<file path="config.mk">
export PLATFORM = sky130hd
export DESIGN_NAME = pts_sideband
export DESIGN_NICKNAME = d
export VERILOG_FILES = /design/src/logic/pts_pkg.sv /design/src/logic/pts_vid_seq.sv /design/src/logic/pts_pstate.sv /design/src/logic/pts_sideband.sv
export SDC_FILE = /design/constraint.sdc
export NUM_CORES = 1
export LEC_CHECK = 0
export BUFFER_PORTS_ARGS = -buffer_cell sky130_fd_sc_hd__buf_4
export CORE_MARGIN = 5
export CORE_UTILIZATION = 51
export DETAILED_ROUTE_END_ITERATION = 7
export PLACE_DENSITY = 0.86
export SYNTH_ARGS = -nofsm -noshare
export SYNTH_HDL_FRONTEND = slang
export SYNTH_SLANG_ARGS = --single-unit
</file>
<file path="constraint.sdc">
create_clock -name CORE_CLK_I -period 1.8 [get_ports CORE_CLK_I]
set_input_delay 0.09 -clock CORE_CLK_I [delete_from_list [all_inputs] [get_ports CORE_CLK_I]]
set_output_delay 0.09 -clock CORE_CLK_I [all_outputs]
set_load 0.05 [all_outputs]
</file>
<file path="src/logic/pts_pkg.sv">
package pts_pkg;

	// ==========================================================
	// Register map (byte addresses)
	localparam logic [4:0] ADDR_CTRL     = 5'h00;
	localparam logic [4:0] ADDR_VREQ     = 5'h04;
	localparam logic [4:0] ADDR_THRESH   = 5'h08;
	localparam logic [4:0] ADDR_LIVE     = 5'h0c;
	localparam logic [4:0] ADDR_IRQ_STAT = 5'h10;
	localparam logic [4:0] ADDR_IRQ_MASK = 5'h14;

	// ==========================================================
	// Field positions
	localparam int CTRL_TCC_EN_BIT   = 0;
	localparam int CTRL_HOT_DRV_BIT  = 1;
	localparam int CTRL_NMI_EN_BIT   = 2;
	localparam int VREQ_SEL_LSB      = 8;
	localparam int VREQ_BUSY_BIT     = 16;
	localparam int THR_TRIP_LSB      = 8;
	localparam int IRQ_TRIP_BIT      = 0;
	localparam int IRQ_HOT_INT_BIT   = 1;
	localparam int IRQ_HOT_EXT_BIT   = 2;
	localparam int IRQ_INTERNAL_ERROR_FLAG_BIT      = 3;
	localparam int IRQ_VDONE_BIT     = 4;
	localparam int IRQ_W             = 5;

	// ==========================================================
	// Reset values
	localparam logic [2:0] CTRL_RST      = 3'h1;
	localparam logic [7:0] HOT_THR_RST   = 8'h5a;
	localparam logic [7:0] TRIP_THR_RST  = 8'h6e;
	localparam logic [4:0] IRQ_MASK_RST  = 5'h00;
	localparam logic [6:0] VCODE_RST     = 7'h00;
	localparam logic [1:0] VSEL_RST      = 2'h0;
	localparam logic       REFSEL_RST    = 1'b0;

	// ==========================================================
	// Voltage target select encodings
	localparam logic [1:0] VSEL_INVALID  = 2'h0;
	localparam logic [1:0] VSEL_CORE     = 2'h1;
	localparam logic [1:0] VSEL_UNCORE   = 2'h2;
	localparam logic [1:0] VSEL_RSVD     = 2'h3;
	// One code step in microvolts
	localparam int VSTEP_UV = 12500;

	// ==========================================================
	// Power state input commands
	localparam logic [2:0] PMODE_COLD    = 3'h0;
	localparam logic [2:0] PMODE_WARM    = 3'h1;
	localparam logic [2:0] PMODE_RUN     = 3'h2;
	localparam logic [2:0] PMODE_IDLE    = 3'h3;

	// ==========================================================
	// Timing
	localparam int CLK_PERIOD_NS   = 50;
	localparam int VSETTLE_NS      = 100;
	localparam int VSETTLE_CYC_RAW = (VSETTLE_NS + CLK_PERIOD_NS - 1) / CLK_PERIOD_NS;
	localparam logic [3:0] VSETTLE_CYC = (VSETTLE_CYC_RAW < 1) ? 4'h1 : 4'(VSETTLE_CYC_RAW);

	// ==========================================================
	// Types
	typedef enum logic [1:0] {
		PS_COLD = 2'b00,
		PS_RUN  = 2'b01,
		PS_IDLE = 2'b11,
		PS_WARM = 2'b10
	} pts_pstate_e;

	typedef enum logic [1:0] {
		VS_IDLE   = 2'b00,
		VS_BLANK  = 2'b01,
		VS_SETTLE = 2'b11
	} pts_vseq_e;

	// Power state command that puts the device in reset
	function automatic logic is_reset_cmd(input logic [2:0] mode);
		is_reset_cmd = (mode == PMODE_COLD) || (mode == PMODE_WARM);
	endfunction

endpackage

</file>
<file path="src/logic/pts_vid_seq.sv">
`timescale 1ns/1ps
module pts_vid_seq (
	// Clock and reset
	input  wire logic       clk_i,
	input  wire logic       rst_n_i,
	// Request
	input  wire logic       req_i,
	input  wire logic [6:0] code_i,
	input  wire logic [1:0] sel_i,
	// Pins and status
	output logic      [6:0] code_o,
	output logic      [1:0] sel_o,
	output logic            busy_o,
	output logic            done_o
);

	pts_pkg::pts_vseq_e state_ff;
	logic [3:0]         cnt_ff;
	logic [6:0]         pend_code_ff;
	logic [1:0]         pend_sel_ff;

	// Sequencer: blank select, move code, settle, then show select
	always_ff @(posedge clk_i) begin
		if (!rst_n_i) begin
			state_ff     <= pts_pkg::VS_IDLE;
			cnt_ff       <= 4'h0;
			code_o       <= pts_pkg::VCODE_RST;
			sel_o        <= pts_pkg::VSEL_RST;
			pend_code_ff <= pts_pkg::VCODE_RST;
			pend_sel_ff  <= pts_pkg::VSEL_RST;
			done_o       <= 1'b0;
		end else begin
			done_o <= 1'b0;
			unique case (state_ff)
				pts_pkg::VS_IDLE: begin
					if (req_i) begin
						pend_code_ff <= code_i;
						pend_sel_ff  <= sel_i;
						sel_o        <= pts_pkg::VSEL_INVALID;
						state_ff     <= pts_pkg::VS_BLANK;
					end
				end
				pts_pkg::VS_BLANK: begin
					code_o   <= pend_code_ff;
					cnt_ff   <= pts_pkg::VSETTLE_CYC;
					state_ff <= pts_pkg::VS_SETTLE;
				end
				pts_pkg::VS_SETTLE: begin
					if (cnt_ff == 4'h1) begin
						sel_o    <= pend_sel_ff;
						done_o   <= 1'b1;
						state_ff <= pts_pkg::VS_IDLE;
					end else begin
						cnt_ff <= cnt_ff - 4'h1;
					end
				end
				default: begin
					state_ff <= pts_pkg::VS_IDLE;
				end
			endcase
		end
	end

	assign busy_o = (state_ff != pts_pkg::VS_IDLE);

endmodule

</file>
<file path="src/logic/pts_pstate.sv">
`timescale 1ns/1ps
module pts_pstate (
	// Clock and reset
	input  wire logic       clk_i,
	input  wire logic       rst_n_i,
	// Power state command
	input  wire logic [2:0] mode_i,
	// Decoded state
	output logic            in_reset_o,
	output logic            cold_o,
	output logic            deep_idle_o
);

	pts_pkg::pts_pstate_e state_ff;
	pts_pkg::pts_pstate_e nxt_state;

	// Next state from the commanded power state
	always_comb begin
		nxt_state = state_ff;
		unique case (mode_i)
			pts_pkg::PMODE_COLD: nxt_state = pts_pkg::PS_COLD;
			pts_pkg::PMODE_WARM: nxt_state = pts_pkg::PS_WARM;
			pts_pkg::PMODE_RUN:  nxt_state = pts_pkg::PS_RUN;
			pts_pkg::PMODE_IDLE: begin
				if (state_ff == pts_pkg::PS_RUN) begin
					nxt_state = pts_pkg::PS_IDLE;
				end
			end
			default: nxt_state = state_ff;
		endcase
	end

	// State register
	always_ff @(posedge clk_i) begin
		if (!rst_n_i) begin
			state_ff <= pts_pkg::PS_COLD;
		end else begin
			state_ff <= nxt_state;
		end
	end

	assign in_reset_o  = (state_ff == pts_pkg::PS_COLD) || (state_ff == pts_pkg::PS_WARM);
	assign cold_o      = (state_ff == pts_pkg::PS_COLD);
	assign deep_idle_o = (state_ff == pts_pkg::PS_IDLE);

endmodule

</file>
<file path="src/logic/pts_sideband.sv">
// What this block does
// - Drive a seven-bit voltage request code, 12.5 mV per step.
// - Drive target select: 00 invalid, 01 core, 10 uncore, 11 reserved.
// - Drive overheat output at maximum safe temperature; shows thermal control active.
// - External overheat activates thermal control, if enabled, until released.
// - Hold internal error output until reset command or link reset message.
// - Internal error comes with a shutdown pulse, optionally raising an NMI.
// - Drive the reference clock select strap low for 100 MHz.
`timescale 1ns/1ps
module pts_sideband (
	// Clock and reset
	input  wire logic        CORE_CLK_I,
	input  wire logic        NRST_I,
	// Register port
	input  wire logic [4:0]  REG_ADDR_I,
	input  wire logic [31:0] REG_WDATA_I,
	input  wire logic        REG_WR_I,
	input  wire logic        REG_RD_I,
	output logic      [31:0] REG_RDATA_O,
	// Interrupt
	output logic             IRQ_O,
	// Voltage request to the power IC
	output logic      [6:0]  VOLTAGE_REQUEST_CODE_O,
	output logic      [1:0]  VOLTAGE_TARGET_SELECT_O,
	// Thermal sensor and thermal pins
	input  wire logic [7:0]  TEMP_CODE_I,
	output logic             THERMAL_TRIP_N_O,
	output logic             THERMAL_TRIP_N_OE_N_O,
	input  wire logic        OVERHEAT_N_I,
	output logic             OVERHEAT_N_O,
	output logic             OVERHEAT_N_OE_N_O,
	output logic             THERMAL_CONTROL_CIRCUIT_O,
	output logic             HALT_O,
	// Internal error
	input  wire logic        INTERNAL_ERROR_I,
	input  wire logic        CHIP_LINK_RESET_I,
	output logic             INTERNAL_ERROR_FLAG_O,
	output logic             SHUTDOWN_O,
	output logic             NMI_O,
	// Power state sequencing
	input  wire logic [2:0]  POWER_STATE_INPUT_I,
	output logic             CORE_RESET_O,
	output logic             DEEP_IDLE_STATE_O,
	// Straps
	output logic             REFCLK_SELECT_STRAP_O
);

	// ==========================================================
	// Declarations
	logic [2:0]         ctrl_ff;
	logic [7:0]         hot_thr_ff;
	logic [7:0]         trip_thr_ff;
	logic [4:0]         irq_mask_ff;
	logic [4:0]         irq_stat_ff;
	logic [4:0]         nxt_irq_stat;
	logic [4:0]         irq_evt;
	logic [31:0]        rdata_ff;
	logic [31:0]        nxt_rdata;
	logic               trip_ff;
	logic               hot_int_ff;
	logic               hot_int_q_ff;
	logic               hot_ext_q_ff;
	logic               internal_error_flag_ff;
	logic               shutdown_ff;
	logic               nmi_ff;
	logic               refsel_ff;
	logic               hot_drive_ff;
	logic               hot_ext;
	logic               tcc_en;
	logic               hot_drv_en;
	logic               nmi_en;
	logic               wr_vreq;
	logic               vid_busy;
	logic               vid_done;
	logic               in_reset;
	logic               cold;
	logic               deep_idle;
	logic               internal_error_flag_clr;
	logic               internal_error_flag_set;

	// Control bit aliases
	assign tcc_en     = ctrl_ff[pts_pkg::CTRL_TCC_EN_BIT];
	assign hot_drv_en = ctrl_ff[pts_pkg::CTRL_HOT_DRV_BIT];
	assign nmi_en     = ctrl_ff[pts_pkg::CTRL_NMI_EN_BIT];

	// ==========================================================
	// Power state sequencing
	pts_pstate u_pstate (
		.clk_i       (CORE_CLK_I),
		.rst_n_i     (NRST_I),
		.mode_i      (POWER_STATE_INPUT_I),
		.in_reset_o  (in_reset),
		.cold_o      (cold),
		.deep_idle_o (deep_idle)
	);

	// Reset and idle status toward the core
	assign CORE_RESET_O      = in_reset;
	assign DEEP_IDLE_STATE_O = deep_idle;

	// ==========================================================
	// Voltage request sequencing
	// A write to the request register starts a new code; it is
	// ignored while the previous one is still settling.
	assign wr_vreq = REG_WR_I && (REG_ADDR_I == pts_pkg::ADDR_VREQ);

	pts_vid_seq u_vid_seq (
		.clk_i   (CORE_CLK_I),
		.rst_n_i (NRST_I),
		.req_i   (wr_vreq),
		.code_i  (REG_WDATA_I[6:0]),
		.sel_i   (REG_WDATA_I[pts_pkg::VREQ_SEL_LSB +: 2]),
		.code_o  (VOLTAGE_REQUEST_CODE_O),
		.sel_o   (VOLTAGE_TARGET_SELECT_O),
		.busy_o  (vid_busy),
		.done_o  (vid_done)
	);

	// ==========================================================
	// Register writes
	// Control register
	always_ff @(posedge CORE_CLK_I) begin
		if (!NRST_I) begin
			ctrl_ff <= pts_pkg::CTRL_RST;
		end else if (REG_WR_I && (REG_ADDR_I == pts_pkg::ADDR_CTRL)) begin
			ctrl_ff <= REG_WDATA_I[2:0];
		end
	end

	// Thermal thresholds
	always_ff @(posedge CORE_CLK_I) begin
		if (!NRST_I) begin
			hot_thr_ff  <= pts_pkg::HOT_THR_RST;
			trip_thr_ff <= pts_pkg::TRIP_THR_RST;
		end else if (REG_WR_I && (REG_ADDR_I == pts_pkg::ADDR_THRESH)) begin
			hot_thr_ff  <= REG_WDATA_I[7:0];
			trip_thr_ff <= REG_WDATA_I[pts_pkg::THR_TRIP_LSB +: 8];
		end
	end

	// Interrupt mask
	always_ff @(posedge CORE_CLK_I) begin
		if (!NRST_I) begin
			irq_mask_ff <= pts_pkg::IRQ_MASK_RST;
		end else if (REG_WR_I && (REG_ADDR_I == pts_pkg::ADDR_IRQ_MASK)) begin
			irq_mask_ff <= REG_WDATA_I[4:0];
		end
	end

	// ==========================================================
	// Catastrophic thermal trip
	// Latched until a cold reset; a hot die must not resume on a
	// warm reset alone.
	always_ff @(posedge CORE_CLK_I) begin
		if (!NRST_I) begin
			trip_ff <= 1'b0;
		end else if (TEMP_CODE_I > trip_thr_ff) begin
			trip_ff <= 1'b1;
		end else if (cold) begin
			trip_ff <= 1'b0;
		end
	end

	// Open drain: pull low while tripped
	assign THERMAL_TRIP_N_O      = 1'b0;
	assign THERMAL_TRIP_N_OE_N_O = ~trip_ff;
	assign HALT_O                = trip_ff;

	// ==========================================================
	// Overheat and thermal control
	// Internal hot at or above the maximum safe temperature
	always_ff @(posedge CORE_CLK_I) begin
		if (!NRST_I) begin
			hot_int_ff <= 1'b0;
		end else begin
			hot_int_ff <= (TEMP_CODE_I >= hot_thr_ff);
		end
	end

	// Pin drive register: drive low while internally hot
	always_ff @(posedge CORE_CLK_I) begin
		if (!NRST_I) begin
			hot_drive_ff <= 1'b0;
		end else begin
			hot_drive_ff <= hot_drv_en && (TEMP_CODE_I >= hot_thr_ff);
		end
	end

	// Open drain overheat pin
	assign OVERHEAT_N_O      = 1'b0;
	assign OVERHEAT_N_OE_N_O = ~hot_drive_ff;

	// A low line that we do not drive ourselves comes from the system
	assign hot_ext = ~OVERHEAT_N_I && ~hot_drive_ff;

	// Thermal control active while either source holds, if enabled
	assign THERMAL_CONTROL_CIRCUIT_O = tcc_en && (hot_int_ff || hot_ext);

	// Edge detect history for the interrupt events
	always_ff @(posedge CORE_CLK_I) begin
		if (!NRST_I) begin
			hot_int_q_ff <= 1'b0;
			hot_ext_q_ff <= 1'b0;
		end else begin
			hot_int_q_ff <= hot_int_ff;
			hot_ext_q_ff <= hot_ext;
		end
	end

	// ==========================================================
	// Internal error
	assign internal_error_flag_set = INTERNAL_ERROR_I && !internal_error_flag_ff;
	assign internal_error_flag_clr = pts_pkg::is_reset_cmd(POWER_STATE_INPUT_I) || CHIP_LINK_RESET_I;

	// Sticky flag; a new error wins over a clear in the same cycle
	always_ff @(posedge CORE_CLK_I) begin
		if (!NRST_I) begin
			internal_error_flag_ff <= 1'b0;
		end else if (INTERNAL_ERROR_I) begin
			internal_error_flag_ff <= 1'b1;
		end else if (internal_error_flag_clr) begin
			internal_error_flag_ff <= 1'b0;
		end
	end

	// One-cycle shutdown transaction and optional NMI
	always_ff @(posedge CORE_CLK_I) begin
		if (!NRST_I) begin
			shutdown_ff <= 1'b0;
			nmi_ff      <= 1'b0;
		end else begin
			shutdown_ff <= internal_error_flag_set;
			nmi_ff      <= internal_error_flag_set && nmi_en;
		end
	end

	assign INTERNAL_ERROR_FLAG_O = internal_error_flag_ff;
	assign SHUTDOWN_O            = shutdown_ff;
	assign NMI_O                 = nmi_ff;

	// ==========================================================
	// Reference clock strap
	// Only the 100 MHz selection is defined; high is reserved.
	always_ff @(posedge CORE_CLK_I) begin
		if (!NRST_I) begin
			refsel_ff <= pts_pkg::REFSEL_RST;
		end else begin
			refsel_ff <= 1'b0;
		end
	end

	assign REFCLK_SELECT_STRAP_O = refsel_ff;

	// ==========================================================
	// Interrupts
	// Event pulses into the sticky status
	always_comb begin
		irq_evt                           = 5'h00;
		irq_evt[pts_pkg::IRQ_TRIP_BIT]    = (TEMP_CODE_I > trip_thr_ff) && !trip_ff;
		irq_evt[pts_pkg::IRQ_HOT_INT_BIT] = hot_int_ff && !hot_int_q_ff;
		irq_evt[pts_pkg::IRQ_HOT_EXT_BIT] = hot_ext && !hot_ext_q_ff;
		irq_evt[pts_pkg::IRQ_INTERNAL_ERROR_FLAG_BIT]    = internal_error_flag_set;
		irq_evt[pts_pkg::IRQ_VDONE_BIT]   = vid_done;
	end

	// Read clears, a same-cycle event stays set
	always_comb begin
		nxt_irq_stat = irq_stat_ff;
		if (REG_RD_I && (REG_ADDR_I == pts_pkg::ADDR_IRQ_STAT)) begin
			nxt_irq_stat = 5'h00;
		end
		nxt_irq_stat = nxt_irq_stat | irq_evt;
	end

	// Sticky status register
	always_ff @(posedge CORE_CLK_I) begin
		if (!NRST_I) begin
			irq_stat_ff <= 5'h00;
		end else begin
			irq_stat_ff <= nxt_irq_stat;
		end
	end

	// Level interrupt while any unmasked bit is set
	assign IRQ_O = |(irq_stat_ff & irq_mask_ff);

	// ==========================================================
	// Register reads
	// Read mux; unmapped addresses return zero
	always_comb begin
		nxt_rdata = 32'h0000_0000;
		unique case (REG_ADDR_I)
			pts_pkg::ADDR_CTRL: begin
				nxt_rdata[2:0] = ctrl_ff;
			end
			pts_pkg::ADDR_VREQ: begin
				nxt_rdata[6:0]                          = VOLTAGE_REQUEST_CODE_O;
				nxt_rdata[pts_pkg::VREQ_SEL_LSB +: 2]   = VOLTAGE_TARGET_SELECT_O;
				nxt_rdata[pts_pkg::VREQ_BUSY_BIT]       = vid_busy;
			end
			pts_pkg::ADDR_THRESH: begin
				nxt_rdata[7:0]                          = hot_thr_ff;
				nxt_rdata[pts_pkg::THR_TRIP_LSB +: 8]   = trip_thr_ff;
			end
			pts_pkg::ADDR_LIVE: begin
				nxt_rdata[0]     = trip_ff;
				nxt_rdata[1]     = hot_int_ff;
				nxt_rdata[2]     = hot_ext;
				nxt_rdata[3]     = THERMAL_CONTROL_CIRCUIT_O;
				nxt_rdata[4]     = internal_error_flag_ff;
				nxt_rdata[5]     = in_reset;
				nxt_rdata[6]     = deep_idle;
				nxt_rdata[15:8]  = TEMP_CODE_I;
				nxt_rdata[18:16] = POWER_STATE_INPUT_I;
			end
			pts_pkg::ADDR_IRQ_STAT: begin
				nxt_rdata[4:0] = irq_stat_ff;
			end
			pts_pkg::ADDR_IRQ_MASK: begin
				nxt_rdata[4:0] = irq_mask_ff;
			end
			default: begin
				nxt_rdata = 32'h0000_0000;
			end
		endcase
	end

	// Read data valid only in the cycle after the strobe
	always_ff @(posedge CORE_CLK_I) begin
		if (!NRST_I) begin
			rdata_ff <= 32'h0000_0000;
		end else if (REG_RD_I) begin
			rdata_ff <= nxt_rdata;
		end else begin
			rdata_ff <= 32'h0000_0000;
		end
	end

	assign REG_RDATA_O = rdata_ff;

endmodule

</file>
==> flow_metrics.py <==
metrics = {
    "outcome": {
        "outcome": "finished, violations left",
        "violations": "setup timing",
    },
    "logic_synthesis": {
        "ys_ff_latch": 83,
        "synth_top_cell_by_area": "dfxtp_1",
        "ys.flop_type": "dfxtp_1",
        "synth_warnings": 0,
        "synthesis.area_mm2": 0.00370,
        "synth_edf_count": 0,
        "synth_mux_area_frac": 0.0680,
        "synth_fa_ha_area_frac": 0.0609,
        "synth_top_family_by_area": "simple AND/OR/NAND/NOR gates",
        "syn_area_per_cell_um2": 9.11,
        "async_flop_share": 0,
        "yosysSeqAreaShare": 0.449,
        "synthTopCellsByArea": "dfxtp_1 45%, mux2i_1 6.5%, ha_1 6.1%, nand2_1 4.4%, buf_4 3.9%",
        "yosys.area.top_type_share": 0.449,
        "synth-simple-area-share": 0.178,
        "ys_types": 44,
        "synth_xor_area_frac": 0,
        "synth_compound_area_frac": 0.161,
        "syn_inst": 406,
    },
    "layout": {
        "finalNetCount": 581,
        "multi_input_area_mm2": 0.00179,
        "final_area_mm2": 0.00476,
        "drive_above_1_share": 0.207,
        "area_delta_synth_final_pct": 28.8,
        "final_cell_mix": "86 x buf_4, 83 x dfxtp_1, 43 x nand2_1",
        "regArea_mm2": 0.00166,
        "final_common_cell": "buf_4",
        "fillCellCount": 550,
        "antennaDiodeCount": 0,
    },
    "worst_setup_path": {
        "cp.arrival_ns": 2.14,
        "end_kind": "flip-flop",
        "crit_buf_inv": 3,
        "max_stage_delay_ns": 0.54,
        "cp_max_fo": 2,
        "crit_path_start_kind": "primary input",
        "crit_chain": "dlygate4sd3_1, buf_4, inv_1, ha_1, nand2b_1, a2111oi_1, o22ai_1, and2_1",
        "cp.required_ns": 2.06,
        "worstSetupPathType": "in -> reg",
        "path_delay_family": "buffers and inverters",
        "slowest_stage": "dlygate4sd3_1",
    },
    "routing": {
        "drc": 0,
        "drt-total-wl_um": 9970,
        "vias": 3263,
        "drt_iter0_drc": 292,
        "routed_via_density": 5.35,
        "dr.pass1.iters": 5,
        "wl_per_cell_um": 16.4,
        "antenna_left": 0,
    },
    "cts": {
        "cts_buffers": 9,
        "clock_path_buffers": 2,
        "cts.clk_slew.worst_paths_ns": 0.08,
        "cts_tree": "yes",
        "numClockSinks": 83,
        "htree_levels": 3,
        "clk_latency_ns": 0.36,
        "cts_root_buffer": "clkbuf_8",
    },
    "die": {
        "dieWidth_um": 95.2,
        "start_util": 0.515,
        "num_rows": 31,
        "die_h_um": 95.2,
        "io_pins": 109,
        "core_mm2": 0.00718,
        "die_area_mm2": 0.00906,
    },
    "min_path": {
        "hold_class": "in -> reg",
    },
    "global_routing": {
        "grt_pass1_vias": 3162,
        "antenna_found_initial": 0,
        "grt_max_degree": 41,
        "grt_util_met2": 0.366,
        "busiest_layer": "met2",
        "overflow": 0,
        "use_met3": 0.0529,
        "gr-usage-met1": 0.284,
        "grt_pass1_wl_um": 15400,
        "grtUsageTotal": 0.225,
    },
    "placement": {
        "place.detailed.hpwl_um": 7020,
        "gp_congestion": 0.960,
        "pre_cts_ws_ns": 0.162,
        "placed_cell_area_mm2": 0.00432,
        "io_buffers": 76,
    },
    "timing": {
        "layout_setup_ws_ns": -0.0852,
        "report.final.setup_viol": 1,
        "slew_violations": 0,
        "timing.fmax_mhz": 530,
        "final.period_utilization": 1.05,
        "fin_crit_ns": 1.89,
        "tns_ns": -0.0852,
        "hold_viol_final": 0,
        "skew_ns": 0.0113,
    },
    "pwr": {
        "p_leak_uw": 0.00217,
        "ir_worst_vdd_mv": 0.392,
        "power_density_mw_per_mm2": 783,
    },
    "flow_run": {
        "drv_cap": 0,
    },
}
## metal layers
metal | vias up | routed length [um]
li1 | 1582 | -
met2 | 163 | 4770
met5 | - | 0
met4 | 0 | 240
met1 | 1498 | 4110
met3 | 20 | 862
## logic make-up after synthesis
kind of cell | count (synthesis)
buf+inv | 60
fa+ha+maj | 18
compound gates | 88
simple gates | 131
other cells | 1
mux | 25
flops | 83
## synth_stat cells, drive strengths merged (3+ instances only)
master   n
nor4b    3
a21o     3
nand4    3
or3      3
a222oi   3
a22oi   16
o21a     4
and2    12
ha      18
and3     5
nand2   43
nor2b    4
o21ai    9
buf     26
nand3    9
dfxtp   83
a21boi   3
nor2    36
a31oi    4
a22o     6
nor3     5
nor3b    3
a21oi   23
clkbuf   8
inv     26
mux2i   24
o211ai  10
## registers in the layout (all words and copies together) (netlist names), 4 cells and up
signal / count
irq_stat_ff: 5
u_vid_seq.code_o: 7
hot_thr_ff: 8
REG_RDATA_O: 19
irq_mask_ff: 5
u_vid_seq.cnt_ff: 4
trip_thr_ff: 8
u_vid_seq.pend_code_ff: 7
## path summary, 6_finish.rpt
path                                startpoint                   endpoint  slack [ns]  depth (start not counted)
worst min register to register    hot_ext_q_ff             irq_stat_ff[2]        0.43                          1
worst max-delay path            TEMP_CODE_I[0]               hot_drive_ff       -0.09                          8
worst min-delay path            REG_WDATA_I[1]  u_vid_seq.pend_code_ff[1]        0.01                          3
worst max register to register   hot_thr_ff[0]               hot_drive_ff        0.04                          5
## layout make-up
class / instances / area share
Timing Repair Buffer: 110 / 0.186
Clock inverter: 5 / 0.0168
Inverter: 26 / 0.0205
Sequential cell: 83 / 0.349
Clock buffer: 9 / 0.0260
Multi-Input combinational cell: 278 / 0.376
Tap cell: 99 / 0.0260
## worst register-to-register path, cell delays in order, from the launching register on
cell,delay (ns)
dfxtp_1,0.33
ha_1,0.26
nand2b_1,0.16
a2111oi_1,0.48
o22ai_1,0.23
and2_1,0.20
## metrics by stage
step           hold slack, ns  utilization  instances  total power (uW)
2_1_floorplan           0.211            -        421              2180
3_3_place_gp            0.309        0.602        572              2300
3_5_place_dp            0.322        0.602        572              2310
4_1_cts              0.000132        0.663        610              3730
5_1_grt                0.0134        0.664        610              3870
6_report               0.0131        0.664        610              3730
## report_power, final
| part | internal [uW] | switching, uW |
|---|---|---|
| clock network | 762 | 641 |
| logic | 163 | 271 |
| registers | 1860 | 24.5 |
## what timing repair did
action                                  4_1_cts  5_1_grt
endpoints found under the hold margin        29        0
buffers inserted                              0        0
gates resized for setup                       0        1
hold buffers                                 24        0
endpoints found under the setup margin        0        1
Power figures use the tool's default switching activity.
